[src/include/timer_pkg.sv]
// package for the dual timer and external interrupt control block
// assumes one cpu clock and a byte-wide register port from the cpu core
package timer_pkg;

  // register addresses
  localparam logic [7:0] TIMER_IRQ_CONTROL_ADDR  = 8'h88;
  localparam logic [7:0] TIMER_MODE_REG_ADDR     = 8'h89;
  localparam logic [7:0] TL_A_ADDR  = 8'h8a;
  localparam logic [7:0] TL_B_ADDR  = 8'h8b;
  localparam logic [7:0] TH_A_ADDR  = 8'h8c;
  localparam logic [7:0] TH_B_ADDR  = 8'h8d;
  localparam logic [7:0] TIMER_RATE_CONTROL_ADDR = 8'h8e;

  // values after reset
  localparam logic [7:0] IRQ_CONTROL_RESET  = 8'h00;
  localparam logic [7:0] MODE_REG_RESET     = 8'h00;
  localparam logic [7:0] RATE_CONTROL_RESET = 8'h01;
  localparam logic [7:0] COUNT_RESET        = 8'h00;

  // cpu clocks per timer increment
  localparam int FAST_DIV = 4;
  localparam int SLOW_DIV = 12;

  // stretched external data move length
  localparam logic [3:0] STRETCH_BASE  = 4'h2;
  localparam logic [3:0] STRETCH_RESET = 4'h3;

  typedef enum logic [1:0] {
    MODE_13BIT,
    MODE_16BIT,
    MODE_RELOAD8,
    MODE_SPLIT
  } mode_e;

  typedef struct packed {
    logic  gate;
    logic  counter_sel;
    mode_e mode;
  } timer_ctl_s;

  typedef struct packed {
    timer_ctl_s b;
    timer_ctl_s a;
  } timer_mode_reg_s;

  typedef struct packed {
    logic timer_b_overflow_flag;
    logic timer_b_run;
    logic timer_a_overflow_flag;
    logic timer_a_run;
    logic ext_irq_b_detect;
    logic ext_irq_b_type;
    logic ext_irq_a_detect;
    logic ext_irq_a_type;
  } timer_irq_control_s;

  typedef struct packed {
    logic [1:0] reserved;
    logic       timer_c_rate_select;
    logic       timer_b_rate_select;
    logic       timer_a_rate_select;
    logic [2:0] xdata_stretch_bits;
  } timer_rate_control_s;

  typedef struct packed {
    logic       ovf;
    logic [7:0] hi;
    logic [7:0] lo;
  } count_s;

endpackage

[src/hdl/dual_timer_ext_irq_ctrl.sv]
// two timer/counters with their control and the two external interrupt detectors
// assumes pins synchronous to CLOCK_I and a single-cycle register write strobe
//
// Behaviour
// - overflow flag sets on wrap, clears on vectoring
// - run bit zero stops and holds count, except timer b while timer a is in mode 3
// - edge mode: falling pin edge sets detect flag
// - level mode: detect follows low pin, writes ignored
// - type bit one edge, zero level
// - mode 0 is 13-bit: low five, high eight
// - gate one counts only while irq pin high
// - 13-bit wrap sets flag, one-cycle output pulse
// - mode 1 full 16-bit counter wrapping
// - mode 2 reloads low byte from high
// - mode 3 low byte uses timer a controls
// - mode 3 high byte uses timer b run/flag
// - timer b in mode 3 holds its count
// - timer a split: b runs unless mode 3
// - rate bit picks divide by four or twelve
// - third timer rate bit exported only
// - data move cycles are two plus stretch
// - counter function counts count pin falling edges
// - mode bits decode to four modes
// - source bit zero clock, one count pin
// - timer b gate uses its pin and run
module dual_timer_ext_irq_ctrl #(
  parameter int FAST_DIV = timer_pkg::FAST_DIV,
  parameter int SLOW_DIV = timer_pkg::SLOW_DIV
) (
  input  wire logic       CLOCK_I,
  input  wire logic       RESET_N_I,
  input  wire logic [7:0] SFR_ADDR_I,
  input  wire logic       SFR_WR_I,
  input  wire logic [7:0] SFR_WDATA_I,
  input  wire logic       TIMER_A_VECTOR_I,
  input  wire logic       TIMER_B_VECTOR_I,
  input  wire logic       EXT_IRQ_A_VECTOR_I,
  input  wire logic       EXT_IRQ_B_VECTOR_I,
  input  wire logic       EXT_IRQ_A_PIN_N_I,
  input  wire logic       EXT_IRQ_B_PIN_N_I,
  input  wire logic       TIMER_A_COUNT_PIN_I,
  input  wire logic       TIMER_B_COUNT_PIN_I,
  output logic      [7:0] SFR_RDATA_O,
  output logic            TIMER_A_OVERFLOW_FLAG_O,
  output logic            TIMER_B_OVERFLOW_FLAG_O,
  output logic            EXT_IRQ_A_DETECT_O,
  output logic            EXT_IRQ_B_DETECT_O,
  output logic            TIMER_A_OVERFLOW_PULSE_O,
  output logic            TIMER_B_OVERFLOW_PULSE_O,
  output logic            TIMER_C_RATE_SELECT_O,
  output logic      [3:0] XDATA_STRETCH_CYCLES_O
);

  localparam int PW = $clog2(SLOW_DIV);

  if (FAST_DIV < 1 || SLOW_DIV < 2 || (SLOW_DIV % FAST_DIV) != 0) begin : g_bad_div
    $error("divide ratios must be positive and the slow one a multiple of the fast one");
  end

  timer_pkg::timer_mode_reg_s     mode_reg;
  timer_pkg::timer_rate_control_s rate_ctl;
  timer_pkg::timer_irq_control_s  irq_ctl_view;
  timer_pkg::count_s step_val [2];
  logic [7:0]        lo [2];
  logic [7:0]        hi [2];
  logic [1:0]        tf;
  logic [1:0]        tr;
  logic [1:0]        ie;
  logic [1:0]        it;
  logic [1:0]        irq_pin_prev;
  logic [1:0]        count_pin_prev;
  logic [PW-1:0]     presc;
  logic              tick_fast;
  logic              tick_slow;
  logic              a_split;
  logic [1:0]        irq_pin_n;
  logic [1:0]        count_pin;
  logic [1:0]        count_fall;
  logic [1:0]        irq_fall;
  logic [1:0]        rate;
  logic [1:0]        vec_tf;
  logic [1:0]        vec_ie;
  logic [1:0]        src;
  logic [1:0]        gate_ok;
  logic [1:0]        run;
  logic [1:0]        inc;
  logic [1:0]        ovf;
  logic [1:0]        set_tf;
  logic [1:0]        wr_lo;
  logic [1:0]        wr_hi;
  logic              wr_irq_ctl;
  logic              inc_ah;
  logic              ovf_ah;
  logic [7:0]        wdata_irq_ctl;

  function automatic logic hit(input logic [7:0] addr);
    return SFR_WR_I && (SFR_ADDR_I == addr);
  endfunction

  // one increment of a timer in the given mode
  function automatic timer_pkg::count_s step(input timer_pkg::mode_e m,
                                              input logic [7:0] l,
                                              input logic [7:0] h);
    logic [13:0]        c13;
    logic [16:0]        c16;
    logic [8:0]         c8;
    timer_pkg::count_s  r;
    c13   = {1'b0, h, l[4:0]} + 14'h0001;
    c16   = {1'b0, h, l} + 17'h00001;
    c8    = {1'b0, l} + 9'h001;
    r.ovf = 1'b0;
    r.hi  = h;
    r.lo  = l;
    case (m)
      timer_pkg::MODE_13BIT: begin
        r.ovf = c13[13];
        r.hi  = c13[12:5];
        r.lo  = {l[7:5], c13[4:0]};
      end
      timer_pkg::MODE_16BIT: begin
        r = {c16[16], c16[15:8], c16[7:0]};
      end
      timer_pkg::MODE_RELOAD8: begin
        r.ovf = c8[8];
        r.lo  = c8[8] ? h : c8[7:0];
      end
      default: begin
        r.ovf = c8[8];
        r.lo  = c8[7:0];
      end
    endcase
    return r;
  endfunction

  // shared cpu clock prescaler
  always_ff @(posedge CLOCK_I or negedge RESET_N_I) begin
    if (!RESET_N_I) begin
      presc <= '0;
    end else if (tick_slow) begin
      presc <= '0;
    end else begin
      presc <= presc + PW'(1);
    end
  end

  always_comb begin
    tick_slow  = (presc == PW'(SLOW_DIV - 1));
    tick_fast  = ((32'(presc) % FAST_DIV) == (FAST_DIV - 1));
    a_split    = (mode_reg.a.mode == timer_pkg::MODE_SPLIT);
    irq_pin_n  = {EXT_IRQ_B_PIN_N_I, EXT_IRQ_A_PIN_N_I};
    count_pin  = {TIMER_B_COUNT_PIN_I, TIMER_A_COUNT_PIN_I};
    count_fall = count_pin_prev & ~count_pin;
    irq_fall   = irq_pin_prev & ~irq_pin_n;
    rate       = {rate_ctl.timer_b_rate_select, rate_ctl.timer_a_rate_select};
    vec_tf     = {TIMER_B_VECTOR_I, TIMER_A_VECTOR_I};
    vec_ie     = {EXT_IRQ_B_VECTOR_I, EXT_IRQ_A_VECTOR_I};
    wr_lo      = {hit(timer_pkg::TL_B_ADDR), hit(timer_pkg::TL_A_ADDR)};
    wr_hi      = {hit(timer_pkg::TH_B_ADDR), hit(timer_pkg::TH_A_ADDR)};
    wr_irq_ctl    = hit(timer_pkg::TIMER_IRQ_CONTROL_ADDR);
    wdata_irq_ctl = SFR_WDATA_I;
    src[0]     = mode_reg.a.counter_sel ? count_fall[0] : (rate[0] ? tick_fast : tick_slow);
    src[1]     = mode_reg.b.counter_sel ? count_fall[1] : (rate[1] ? tick_fast : tick_slow);
    gate_ok[0] = !mode_reg.a.gate || irq_pin_n[0];
    gate_ok[1] = !mode_reg.b.gate || irq_pin_n[1];
    run[0]     = tr[0];
    run[1]     = (a_split || tr[1]) && (mode_reg.b.mode != timer_pkg::MODE_SPLIT);
    inc        = run & gate_ok & src;
    step_val[0] = step(mode_reg.a.mode, lo[0], hi[0]);
    step_val[1] = step(mode_reg.b.mode, lo[1], hi[1]);
    ovf[0]     = inc[0] && step_val[0].ovf;
    ovf[1]     = inc[1] && step_val[1].ovf;
    inc_ah     = a_split && tr[1] && (rate[0] ? tick_fast : tick_slow);
    ovf_ah     = inc_ah && (hi[0] == 8'hff);
    set_tf[0]  = ovf[0];
    set_tf[1]  = a_split ? ovf_ah : ovf[1];
  end

  // count registers; a software write wins over an increment
  for (genvar i = 0; i < 2; i++) begin : g_count
    always_ff @(posedge CLOCK_I or negedge RESET_N_I) begin
      if (!RESET_N_I) begin
        lo[i] <= timer_pkg::COUNT_RESET;
      end else if (wr_lo[i]) begin
        lo[i] <= SFR_WDATA_I;
      end else if (inc[i]) begin
        lo[i] <= step_val[i].lo;
      end
    end

    always_ff @(posedge CLOCK_I or negedge RESET_N_I) begin
      if (!RESET_N_I) begin
        hi[i] <= timer_pkg::COUNT_RESET;
      end else if (wr_hi[i]) begin
        hi[i] <= SFR_WDATA_I;
      end else if (i == 0 && a_split) begin
        if (inc_ah) begin
          hi[i] <= hi[i] + 8'h01;
        end
      end else if (inc[i]) begin
        hi[i] <= step_val[i].hi;
      end
    end

    // overflow flag: hardware set wins over vector or write clear
    always_ff @(posedge CLOCK_I or negedge RESET_N_I) begin
      if (!RESET_N_I) begin
        tf[i] <= 1'b0;
      end else if (set_tf[i]) begin
        tf[i] <= 1'b1;
      end else if (vec_tf[i]) begin
        tf[i] <= 1'b0;
      end else if (wr_irq_ctl) begin
        tf[i] <= wdata_irq_ctl[5 + 2 * i];
      end
    end

    // external interrupt detect
    always_ff @(posedge CLOCK_I or negedge RESET_N_I) begin
      if (!RESET_N_I) begin
        ie[i] <= 1'b0;
      end else if (!it[i]) begin
        ie[i] <= !irq_pin_n[i];
      end else if (irq_fall[i]) begin
        ie[i] <= 1'b1;
      end else if (vec_ie[i]) begin
        ie[i] <= 1'b0;
      end else if (wr_irq_ctl) begin
        ie[i] <= wdata_irq_ctl[1 + 2 * i];
      end
    end
  end

  // run and type bits
  always_ff @(posedge CLOCK_I or negedge RESET_N_I) begin
    if (!RESET_N_I) begin
      tr <= 2'b00;
      it <= 2'b00;
    end else if (wr_irq_ctl) begin
      tr <= {wdata_irq_ctl[6], wdata_irq_ctl[4]};
      it <= {wdata_irq_ctl[2], wdata_irq_ctl[0]};
    end
  end

  // pin history for falling edge detection
  always_ff @(posedge CLOCK_I or negedge RESET_N_I) begin
    if (!RESET_N_I) begin
      irq_pin_prev   <= 2'b11;
      count_pin_prev <= 2'b00;
    end else begin
      irq_pin_prev   <= irq_pin_n;
      count_pin_prev <= count_pin;
    end
  end

  always_ff @(posedge CLOCK_I or negedge RESET_N_I) begin
    if (!RESET_N_I) begin
      mode_reg <= timer_pkg::timer_mode_reg_s'(timer_pkg::MODE_REG_RESET);
    end else if (hit(timer_pkg::TIMER_MODE_REG_ADDR)) begin
      mode_reg <= timer_pkg::timer_mode_reg_s'(SFR_WDATA_I);
    end
  end

  always_ff @(posedge CLOCK_I or negedge RESET_N_I) begin
    if (!RESET_N_I) begin
      rate_ctl               <= timer_pkg::timer_rate_control_s'(timer_pkg::RATE_CONTROL_RESET);
      XDATA_STRETCH_CYCLES_O <= timer_pkg::STRETCH_RESET;
    end else if (hit(timer_pkg::TIMER_RATE_CONTROL_ADDR)) begin
      rate_ctl               <= timer_pkg::timer_rate_control_s'({2'b00, SFR_WDATA_I[5:0]});
      XDATA_STRETCH_CYCLES_O <= timer_pkg::STRETCH_BASE + {1'b0, SFR_WDATA_I[2:0]};
    end
  end

  // overflow pulses; timer b pulse keeps feeding baud logic in split mode
  always_ff @(posedge CLOCK_I or negedge RESET_N_I) begin
    if (!RESET_N_I) begin
      TIMER_A_OVERFLOW_PULSE_O <= 1'b0;
      TIMER_B_OVERFLOW_PULSE_O <= 1'b0;
    end else begin
      TIMER_A_OVERFLOW_PULSE_O <= ovf[0];
      TIMER_B_OVERFLOW_PULSE_O <= ovf[1];
    end
  end

  always_comb begin
    irq_ctl_view = '{timer_b_overflow_flag: tf[1], timer_b_run: tr[1],
                  timer_a_overflow_flag: tf[0], timer_a_run: tr[0],
                  ext_irq_b_detect: ie[1], ext_irq_b_type: it[1],
                  ext_irq_a_detect: ie[0], ext_irq_a_type: it[0]};
  end

  // registered read mux; unmapped addresses read zero
  always_ff @(posedge CLOCK_I or negedge RESET_N_I) begin
    if (!RESET_N_I) begin
      SFR_RDATA_O <= 8'h00;
    end else begin
      case (SFR_ADDR_I)
        timer_pkg::TIMER_IRQ_CONTROL_ADDR: SFR_RDATA_O <= irq_ctl_view;
        timer_pkg::TIMER_MODE_REG_ADDR:    SFR_RDATA_O <= mode_reg;
        timer_pkg::TL_A_ADDR:  SFR_RDATA_O <= lo[0];
        timer_pkg::TL_B_ADDR:  SFR_RDATA_O <= lo[1];
        timer_pkg::TH_A_ADDR:  SFR_RDATA_O <= hi[0];
        timer_pkg::TH_B_ADDR:  SFR_RDATA_O <= hi[1];
        timer_pkg::TIMER_RATE_CONTROL_ADDR: SFR_RDATA_O <= rate_ctl;
        default:               SFR_RDATA_O <= 8'h00;
      endcase
    end
  end

  assign TIMER_A_OVERFLOW_FLAG_O = tf[0];
  assign TIMER_B_OVERFLOW_FLAG_O = tf[1];
  assign EXT_IRQ_A_DETECT_O      = ie[0];
  assign EXT_IRQ_B_DETECT_O      = ie[1];
  assign TIMER_C_RATE_SELECT_O   = rate_ctl.timer_c_rate_select;

endmodule // dual_timer_ext_irq_ctrl

[config.mk]
export PLATFORM = sky130hd
export DESIGN_NAME = dual_timer_ext_irq_ctrl
export DESIGN_NICKNAME = d
export VERILOG_FILES = /design/src/include/timer_pkg.sv /design/src/hdl/dual_timer_ext_irq_ctrl.sv
export SDC_FILE = /design/constraint.sdc
export NUM_CORES = 1
export LEC_CHECK = 0
export ABC_AREA = 1
export BUFFER_PORTS_ARGS = -buffer_cell sky130_fd_sc_hd__clkbuf_2
export CORE_MARGIN = 1
export CORE_UTILIZATION = 50
export CTS_BUF_LIST = sky130_fd_sc_hd__clkbuf_8
export CTS_CLUSTER_DIAMETER = 150
export DETAILED_ROUTE_END_ITERATION = 10
export GPL_TIMING_DRIVEN = 0
export PLACE_DENSITY = 0.65
export SYNTH_ARGS = -nofsm -noshare
export SYNTH_HDL_FRONTEND = slang
export SYNTH_SLANG_ARGS = --single-unit
[constraint.sdc]
create_clock -name CLOCK_I -period 3.15 [get_ports CLOCK_I]
set_input_delay 0.315 -clock CLOCK_I [delete_from_list [all_inputs] [get_ports CLOCK_I]]
set_output_delay 0.315 -clock CLOCK_I [all_outputs]
set_load 0.01 [all_outputs]
==> reports/qor.txt, run 1 <==
PwrDens = 491 mW/mm^2
CTS tree = built
FFs w/ async S/R, synth = 1.00
Worst-path clk slew = 0.09 ns
Worst Tran Pin Value = 0.480 ns
Worst Skew = 0.0175 ns
number of port buffers = 45
CP bufs+invs = 1
Total Power = 2.76 mW
Die Ht = 102 um
final setup fails = 0
Yosys warnings = 0
Initial DRT Pass Iterations = 6
fmax = 0.520 GHz
Tot GR Track Use = 0.327
Crit Path Category = flop to flop
register area share after synthesis = 0.374
Post-DRT Antenna Nets = 0
Final #Nets = 820
GRT Residual Overflow = 0
max_cap viols = 0
post-route cell area = 0.00563 mm^2
Worst Path Arrival = 2.20 ns
die area = 0.0105 mm^2
CTS Buffer Depth = 2
setup bufs post-CTS = 0
worst-path cell chain = ha_1 -> nand3_1 -> o211ai_2 -> nand3_1 -> inv_1 -> nor2_1 -> nand2_1 -> o211ai_1
first-pass GRT wire length = 25000 um
Critical Path End Type = flop
most frequent cells in the layout = nand2_1, inv_1, nand3_1
maximum VDD drop = 0.435 mV
DP HPWL = 12200 um
delay-heaviest family, CP = simple AND/OR/NAND/NOR gates
die span in x = 102 um
Num CTS Buffers = 9
Final period util = 0.610
largest net degree at the start of global routing = 44
flops & latches, synth = 75
hold_buf cts = 1
Avg Inst Size Synth = 6.89 um^2
Cells after Synth = 730
post-CTS sizing = 0
# diodes = 0
num ports = 46
vias per cell = 5.50
Mapped Area = 0.00503 mm^2
layout cells sized above 1 = 0.139
# DRC = 0
Min-Delay Path Class = input pin to flop
Routed WL = 15800 um
Tmin final = 1.92 ns
initial antenna violation count = 0
Netlist cell types = 43
H-tree Lvls = 3
1st-iter DRT viols = 372
RSZ-0062 raised after global routing = no
Setup crit start kind = flop
Setup TNS = 0 ns
initial core utilization = 0.515
post-synth net total = 762
wire per inst = 17.0 um
Final Hold Viols = 0
Placeable Area = 0.00977 mm^2
fin. max-slew vios = 0
Slowest-stage cell, CP = dfrtp_1
Post-synth EDFFs = 0
total clock sinks = 75
ys flop type = dfrtp_1
Slowest Stage Delay on Critical Path = 0.41 ns
relative slew slack = 0.680
Synth-to-Final Area Change = 12.0%
placed cell area = 0.00545 mm^2
Leakage = 2.87 nW
FP Rows = 36
status = completed
number of global-route vias before repair = 4942
clk_lat worst skew = 0.38 ns
Worst EP required = 3.43 ns
CTS Root Cell = clkbuf_8
critical path's most frequent cell = nand3_1
Top Registers = hi x16, lo x16
final RePlAce weighted congestion = 0.942
total number of vias = 5094
commonest non-fill, non-tap cell in the layout = nand2_1
CP Max Fanout = 6
## power breakdown
part	internal, mW	total (mW)	switching, mW	leakage, nW
combinational	0.267	0.772	0.505	1.82
sequential	1.10	1.30	0.192	0.954
clock	0.286	0.695	0.409	0.0962
total	1.66	2.76	1.11	2.87
## cell type report
type                            instances  area (um^2)
Sequential cell                        75         1880
Tap cell                              133          166
Clock buffer                            9          124
Multi-Input combinational cell        545         2700
Clock inverter                          7         47.5
Timing Repair Buffer                   47          265
Buffer                                  8         60.1
Inverter                              102          388
Fill cell                             973         4140
## final timing paths
| check | from | to | slack, ns | cells past startpoint |
|---|---|---|---|---|
| min | EXT_IRQ_B_PIN_N_I | irq_pin_prev[1]$_DFF_PN1_ | 0.03 | 1 |
| max | presc[0]$_DFF_PN0_ | lo[1]$_DFFE_PN0P_ | 1.23 | 8 |
| min in group asynchronous | RESET_N_I | rate_ctl[1]$_DFFE_PN0P_ | 0.46 | 2 |
| max in group asynchronous | RESET_N_I | XDATA_STRETCH_CYCLES_O[0]$_DFFE_PN1P_ | 2.07 | 3 |
| max reg2reg | presc[0]$_DFF_PN0_ | lo[1]$_DFFE_PN0P_ | 1.23 | 8 |
| min reg2reg | XDATA_STRETCH_CYCLES_O[2]$_DFFE_PN0P_ | XDATA_STRETCH_CYCLES_O[2]$_DFFE_PN0P_ | 0.48 | 2 |
## worst register-to-register path: stages, from the launching register on
cell,delay [ns]
dfrtp_1,0.41
ha_1,0.23
nand3_1,0.19
o211ai_2,0.17
nand3_1,0.19
inv_1,0.09
nor2_1,0.33
nand2_1,0.10
o211ai_1,0.13
## metal layers
| metal | up-vias | part of all wire | track usage |
|---|---|---|---|
| met1 | 2349 | 0.43 | 0.408 |
| met4 | 0 | 0.044 | 0.176 |
| met3 | 45 | 0.072 | 0.0663 |
| met5 | - | 0 | 0.0144 |
| met2 | 218 | 0.46 | 0.530 |
| li1 | 2482 | - | - |
## synthesized netlist by cell type, drive strengths merged, types with 2 or more instances
cell / instances / area share
nand2: 237 / 0.18
inv: 98 / 0.073
nand3: 90 / 0.097
dfrtp: 71 / 0.35
nor2: 68 / 0.065
o21ai: 67 / 0.067
a21oi: 15 / 0.016
o22ai: 12 / 0.015
xor2: 11 / 0.019
o211ai: 9 / 0.014
buf: 8 / 0.012
nand4: 8 / 0.014
nor3: 8 / 0.012
ha: 5 / 0.012
clkinv: 4 / 0.0040
dfstp: 4 / 0.021
o221ai: 3 / 0.0052
xnor2: 3 / 0.0052
nand3b: 2 / 0.0030
o31ai: 2 / 0.0030
## per-stage QoR
stage / utilization / setup WS, ns / hold slack [ns] / instances
floorplan: - / 1.62 / 0.0194 / 730
global placement: 0.555 / 1.08 / 0.417 / 908
detailed placement: 0.558 / 1.27 / 0.331 / 909
CTS: 0.576 / 1.24 / 0.0177 / 926
global route: 0.576 / 1.03 / 0.0144 / 926
finish: 0.576 / 1.23 / 0.0292 / 926
## kinds of logic (layout without fill, tap and decap cells)
logic type,Yosys count,in the layout,share of synthesized area
compound gates,111,111,0.125
xor+xnor,14,14,0.0244
fa+ha+maj,5,5,0.0124
buf+inv,110,173,0.0890
flops,75,75,0.374
simple gates,415,415,0.375
Note: power is estimated with default switching activity, not from simulation.
==> inputs of run 2 (changes only) <==
- PLACE_DENSITY: 0.65 -> 0.68
- clock period: 3.15 -> 1.5 ns (I/O delays scaled with it)
==> run 2 against run 1 <==
Effect of this change:
- the run now ends with setup timing left
- flip-flop and latch count unchanged
- first-iteration DRC count up 6.2%
- total power up 140%
- global-route usage up 1.3 points
- setup slack worse by 1.4 ns
- worst hold slack better by 0.012 ns
- routed wire length up 6.0%
- combinational power rose to 2.8 times the previous value
- clock power up 140%
- register-to-register slack worse by 1.4 ns
- final cell count up 3.9%
- clock skew down 0.00090 ns
- critical path type unchanged
- largest power group unchanged
==> reports/qor.txt, run 2 (synthesis results as in run 1) <==
Worst Path Arrival = 1.95 ns (was 2.20 ns)
Worst EP required = 1.80 ns (was 3.43 ns)
fin. max-slew vios = 0 (unchanged)
H-tree Lvls = 3 (unchanged)
final RePlAce weighted congestion = 0.947 (was 0.942)
Tmin final = 1.66 ns (was 1.92 ns)
# DRC = 0 (unchanged)
r2r endpoint = hi[12]$_DFFE_PN0P_ (was lo[1]$_DFFE_PN0P_)
total clock sinks = 75 (unchanged)
FP Rows = 36 (unchanged)
1st-iter DRT viols = 395 (was 372)
number of port buffers = 45 (unchanged)
Min-Delay Path Class = input pin to flop (unchanged)
number of global-route vias before repair = 5196 (was 4942)
crit path launch = presc[0]$_DFF_PN0_ (unchanged)
Num CTS Buffers = 9 (unchanged)
Worst-path clk slew = 0.09 ns (about the same)
PwrDens = 1020 mW/mm^2 (was 491 mW/mm^2)
CTS tree = built (unchanged)
Final period util = 1.10 (was 0.610)
Routed WL = 16700 um (was 15800 um)
CTS Buffer Depth = 2 (unchanged)
R2R Setup Slk = -0.16 ns (was 1.23 ns)
Crit Path Category = flop to flop (unchanged)
Setup crit start kind = flop (unchanged)
GRT Residual Overflow = 0 (unchanged)
die area = 0.0105 mm^2 (unchanged)
Worst Tran Pin Value = 0.538 ns (was 0.480 ns)
CP Max Fanout = 5 (was 6)
PnR worst setup slack = -0.155 ns (was 1.23 ns)
wire per inst = 17.4 um (was 17.0 um)
most frequent cells in the layout = nand2_1, inv_1, nand3_1 (unchanged)
relative slew slack = 0.641 (was 0.680)
# diodes = 0 (unchanged)
initial antenna violation count = 0 (unchanged)
RSZ-0062 raised after global routing = yes (was no)
Setup TNS = -3.04 ns (was 0 ns)
Leakage = 3.15 nW (was 2.87 nW)
largest net degree at the start of global routing = 39 (was 44)
Worst Reg-to-Reg Cells = 9 (was 8)
Worst Skew = 0.0166 ns (was 0.0175 ns)
status = finished with violations (was completed)
dpl ws = -0.348 ns (was 1.27 ns)
layout cells sized above 1 = 0.281 (was 0.139)
fin util = 0.658 (was 0.576)
DP HPWL = 12100 um (was 12200 um)
Final Hold Viols = 0 (unchanged)
Synth-to-Final Area Change = 27.9% (was 12.0%)
num ports = 46 (unchanged)
fmax = 0.604 GHz (was 0.520 GHz)
Post-DRT Antenna Nets = 0 (unchanged)
Tot GR Track Use = 0.340 (was 0.327)
total number of vias = 5387 (was 5094)
vias per cell = 5.60 (was 5.50)
maximum VDD drop = 0.898 mV (was 0.435 mV)
failing checks = setup timing
initial core utilization = 0.515 (unchanged)
final setup fails = 34 (was 0)
RR Startpoint = presc[0]$_DFF_PN0_ (unchanged)
Hold Crit Depth = 3 (was 1)
CTS Root Cell = clkbuf_8 (unchanged)
commonest non-fill, non-tap cell in the layout = nand2_1 (unchanged)
Die Ht = 102 um (unchanged)
max_cap viols = 0 (unchanged)
Placeable Area = 0.00977 mm^2 (unchanged)
first-pass GRT wire length = 26400 um (was 25000 um)
Fill cells = 873 (was 973)
clk_lat worst skew = 0.37 ns (was 0.38 ns)
Final #Nets = 856 (was 820)
Initial DRT Pass Iterations = 6 (unchanged)
Top Registers = hi x16, lo x16 (unchanged)
Critical Path End Type = flop (unchanged)
Hold Crit Start = SFR_WDATA_I[3] (was EXT_IRQ_B_PIN_N_I)
Total Power = 6.58 mW (was 2.76 mW)
die span in x = 102 um (unchanged)
Min-Delay Endpoint = lo[3]$_DFFE_PN0P_ (was irq_pin_prev[1]$_DFF_PN1_)
-- run 2: how the worst max path moves through the flow --
| stage | endpoint | cells after the start | slack, ns |
|---|---|---|---|
| floorplan | hi[2]$_DFFE_PN0P_ | 10 | -0.007 |
| global placement | hi[11]$_DFFE_PN0P_ | 1 | -0.40 |
| detailed placement | lo[4]$_DFFE_PN0P_ | 8 | -0.35 |
| CTS | hi[12]$_DFFE_PN0P_ | 8 | -0.09 |
| global route | hi[8]$_DFFE_PN0P_ | 10 | -0.25 |
| finish | hi[12]$_DFFE_PN0P_ | 9 | -0.16 |
-- run 2: stage by stage --
step                instances  hold slack, ns  cell area [um^2]
floorplan                 730          -0.146              5040
global placement          908           0.255              5430
detailed placement        909           0.188              5450
CTS                       951          0.0375              6150
global route              962          0.0522              6430
finish                    962          0.0413              6430
-- run 2: what timing repair did --
action,in CTS,in global routing
endpoints found under the setup margin,36,36
buffers inserted,19,11
pin swaps,30,36
hold buffers,5,0
cloned,2,0
gates resized for setup,82,56
hold endpoints to repair,38,0
-- run 2: worst max-delay path, cell delays in order (launching register included) --
cell and delay (ns):
dfrtp_1 0.39, ha_4 0.19, inv_4 0.06, o211ai_1 0.28, nand3_2 0.23, nand3_4 0.19
nand2_1 0.07, inv_1 0.05, nand2_1 0.05, nand2_1 0.07
-- run 2: final cells by class --
type                            instances  area, um^2  share of cell area
Sequential cell                        75        1900               0.295
Inverter                              102         398              0.0618
Clock buffer                           10         138              0.0214
Tap cell                              133         166              0.0259
Multi-Input combinational cell        547        3160               0.491
Timing Repair Buffer                   81         546              0.0848
Buffer                                  8        62.6             0.00972
Clock inverter                          6        65.1              0.0101
-- run 2: report_power, final --
group          internal, mW  switching (mW)  leakage, nW
combinational         0.863            1.30         2.11
clock                 0.818           0.844        0.108
sequential             2.34           0.411        0.936
-- run 2: routing by layer --
layer | vias up | share of wire | track usage
li1 | 2578 | - | -
met1 | 2525 | 0.41 | 0.417
met2 | 219 | 0.48 | 0.568
met3 | 65 | 0.070 | 0.0602
met4 | 0 | 0.045 | 0.185
met5 | - | 0 | 0
==> inputs of run 3 (changes only) <==
- MAX_ROUTING_LAYER: unset -> met4
==> run 3 against run 2 <==
Effect of this change:
- the flow still finishes with violations (setup timing)
- routed wire length down 0.50%
- final cell count down 0.42%
- critical path depth down 1
- via count down 1.3%
- final area down 2.2%
- core utilization down 1.4 points
- largest power group unchanged
- highest routed layer unchanged
==> reports/qor.txt, run 3 (synthesis results as in run 1) <==
max_cap viols = 0 (unchanged)
Leakage = 3.13 nW (was 3.15 nW)
1st-iter DRT viols = 390 (was 395)
failing checks = setup timing (unchanged)
Routed WL = 16600 um (was 16700 um)
Synth-to-Final Area Change = 25.1% (was 27.9%)
vias per cell = 5.55 (was 5.60)
Crit Path Category = flop to flop (unchanged)
Post-DRT Antenna Nets = 0 (unchanged)
Setup crit start kind = flop (unchanged)
number of global-route vias before repair = 5048 (was 5196)
final RePlAce weighted congestion = 0.955 (was 0.947)
Tot GR Track Use = 0.349 (was 0.340)
Die Ht = 102 um (unchanged)
initial core utilization = 0.515 (unchanged)
num ports = 46 (unchanged)
CTS tree = built (unchanged)
Critical Path End Type = flop (unchanged)
Final Hold Viols = 0 (unchanged)
FP Rows = 36 (unchanged)
post-route cell area = 0.00629 mm^2 (was 0.00643 mm^2)
most frequent cells in the layout = nand2_1, inv_1, nand3_1 (unchanged)
PwrDens = 1020 mW/mm^2 (about the same)
maximum VDD drop = 0.805 mV (was 0.898 mV)
Placeable Area = 0.00977 mm^2 (unchanged)
final setup fails = 36 (was 34)
Worst Tran Pin Value = 0.509 ns (was 0.538 ns)
DP HPWL = 12200 um (was 12100 um)
die area = 0.0105 mm^2 (unchanged)
Min-Delay Path Class = input pin to flop (unchanged)
CP Max Fanout = 7 (was 5)
total number of vias = 5318 (was 5387)
Top Registers = hi x16, lo x16 (unchanged)
CTS Buffer Depth = 2 (unchanged)
placed cell area = 0.00545 mm^2 (unchanged)
fin. max-slew vios = 0 (unchanged)
largest net degree at the start of global routing = 41 (was 39)
Worst Path Arrival = 1.89 ns (was 1.95 ns)
Worst Skew = 0.00801 ns (was 0.0166 ns)
Initial DRT Pass Iterations = 5 (was 6)
Num CTS Buffers = 9 (unchanged)
Setup TNS = -2.84 ns (was -3.04 ns)
Worst EP required = 1.75 ns (was 1.80 ns)
CTS Root Cell = clkbuf_8 (unchanged)
RSZ-0062 raised after global routing = yes (unchanged)
total clock sinks = 75 (unchanged)
die span in x = 102 um (unchanged)
H-tree Lvls = 3 (unchanged)
initial antenna violation count = 0 (unchanged)
Final period util = 1.09 (was 1.10)
number of port buffers = 45 (unchanged)
# diodes = 0 (unchanged)
relative slew slack = 0.661 (was 0.641)
commonest non-fill, non-tap cell in the layout = nand2_1 (unchanged)
GRT Residual Overflow = 0 (unchanged)
fmax = 0.611 GHz (was 0.604 GHz)
first-pass GRT wire length = 26200 um (was 26400 um)
PnR worst setup slack = -0.137 ns (was -0.155 ns)
# DRC = 0 (unchanged)
layout cells sized above 1 = 0.261 (was 0.281)
wire per inst = 17.4 um (about the same)
Tmin final = 1.64 ns (was 1.66 ns)
Final #Nets = 852 (was 856)
status = finished with violations (unchanged)
clk_lat worst skew = 0.37 ns (about the same)
Worst-path clk slew = 0.08 ns (was 0.09 ns)
-- run 3: path summary, 6_finish.rpt --
path / from / to / slack [ns] / depth (start not counted)
worst min-delay path: SFR_WDATA_I[3] / rate[0]$_DFFE_PN0P_ / 0.02 / 3
worst max-delay path: presc[0]$_DFF_PN0_ / hi[8]$_DFFE_PN0P_ / -0.14 / 8
worst max register to register: presc[0]$_DFF_PN0_ / hi[8]$_DFFE_PN0P_ / -0.14 / 8
min in group asynchronous: RESET_N_I / XDATA_STRETCH_CYCLES_O[2]$_DFFE_PN0P_ / 0.31 / 2
worst min register to register: XDATA_STRETCH_CYCLES_O[3]$_DFFE_PN0P_ / XDATA_STRETCH_CYCLES_O[3]$_DFFE_PN0P_ / 0.47 / 2
max in group asynchronous: RESET_N_I / XDATA_STRETCH_CYCLES_O[0]$_DFFE_PN1P_ / 0.55 / 3
-- run 3: metrics by stage --
stage / instances / hold slack, ns / power, mW / util / setup slack, ns
after floorplan: 730 / -0.146 / 3.74 / - / -0.00727
after global placement: 908 / 0.256 / 4.29 / 0.556 / -0.400
after detailed placement: 909 / 0.171 / 4.34 / 0.558 / -0.354
after CTS: 945 / 0.0195 / 6.28 / 0.620 / -0.0787
after global routing: 958 / 0.0374 / 6.76 / 0.644 / -0.185
final: 958 / 0.0228 / 6.43 / 0.644 / -0.137
-- run 3: worst max-delay path: stages, from the launching register on --
cell and delay, ns:
dfrtp_1 0.40, ha_4 0.19, inv_4 0.06, o211ai_1 0.29, nand3_2 0.22, nand3_4 0.18
inv_4 0.08, nand2_1 0.06, nand2_1 0.05
-- run 3: what timing repair did --
| action | CTS | global route |
|---|---|---|
| hold endpoints to repair | 36 | 0 |
| pin swaps | 19 | 17 |
| setup endpoints to repair | 36 | 36 |
| gates cloned | 0 | 1 |
| buffers inserted | 15 | 12 |
| hold buffers | 5 | 0 |
| resized for setup | 65 | 44 |
-- run 3: cell type report --
cell class	instances	area, um^2
inverters	102	395
fillers	890	3480
clock inverters	5	53.8
flip-flops and latches	75	1890
plain buffers	8	62.6
repair buffers	78	517
multi-input cells	546	3060
well taps	133	166
clock buffers	11	151
-- run 3: report_power, final --
part	switching (mW)	internal [mW]	total (mW)	leakage (nW)
registers	0.381	2.33	2.71	0.947
logic	1.27	0.773	2.05	2.08
clock network	0.828	0.852	1.68	0.108
total	2.48	3.95	6.43	3.13
-- run 3: routing by layer --
layer,track usage,vias up,share of wire
met1,0.433,2485,0.41
met2,0.557,231,0.48
met3,0.0691,48,0.076
met4,0.144,0,0.034
li1,-,2554,-
met5,-,-,0
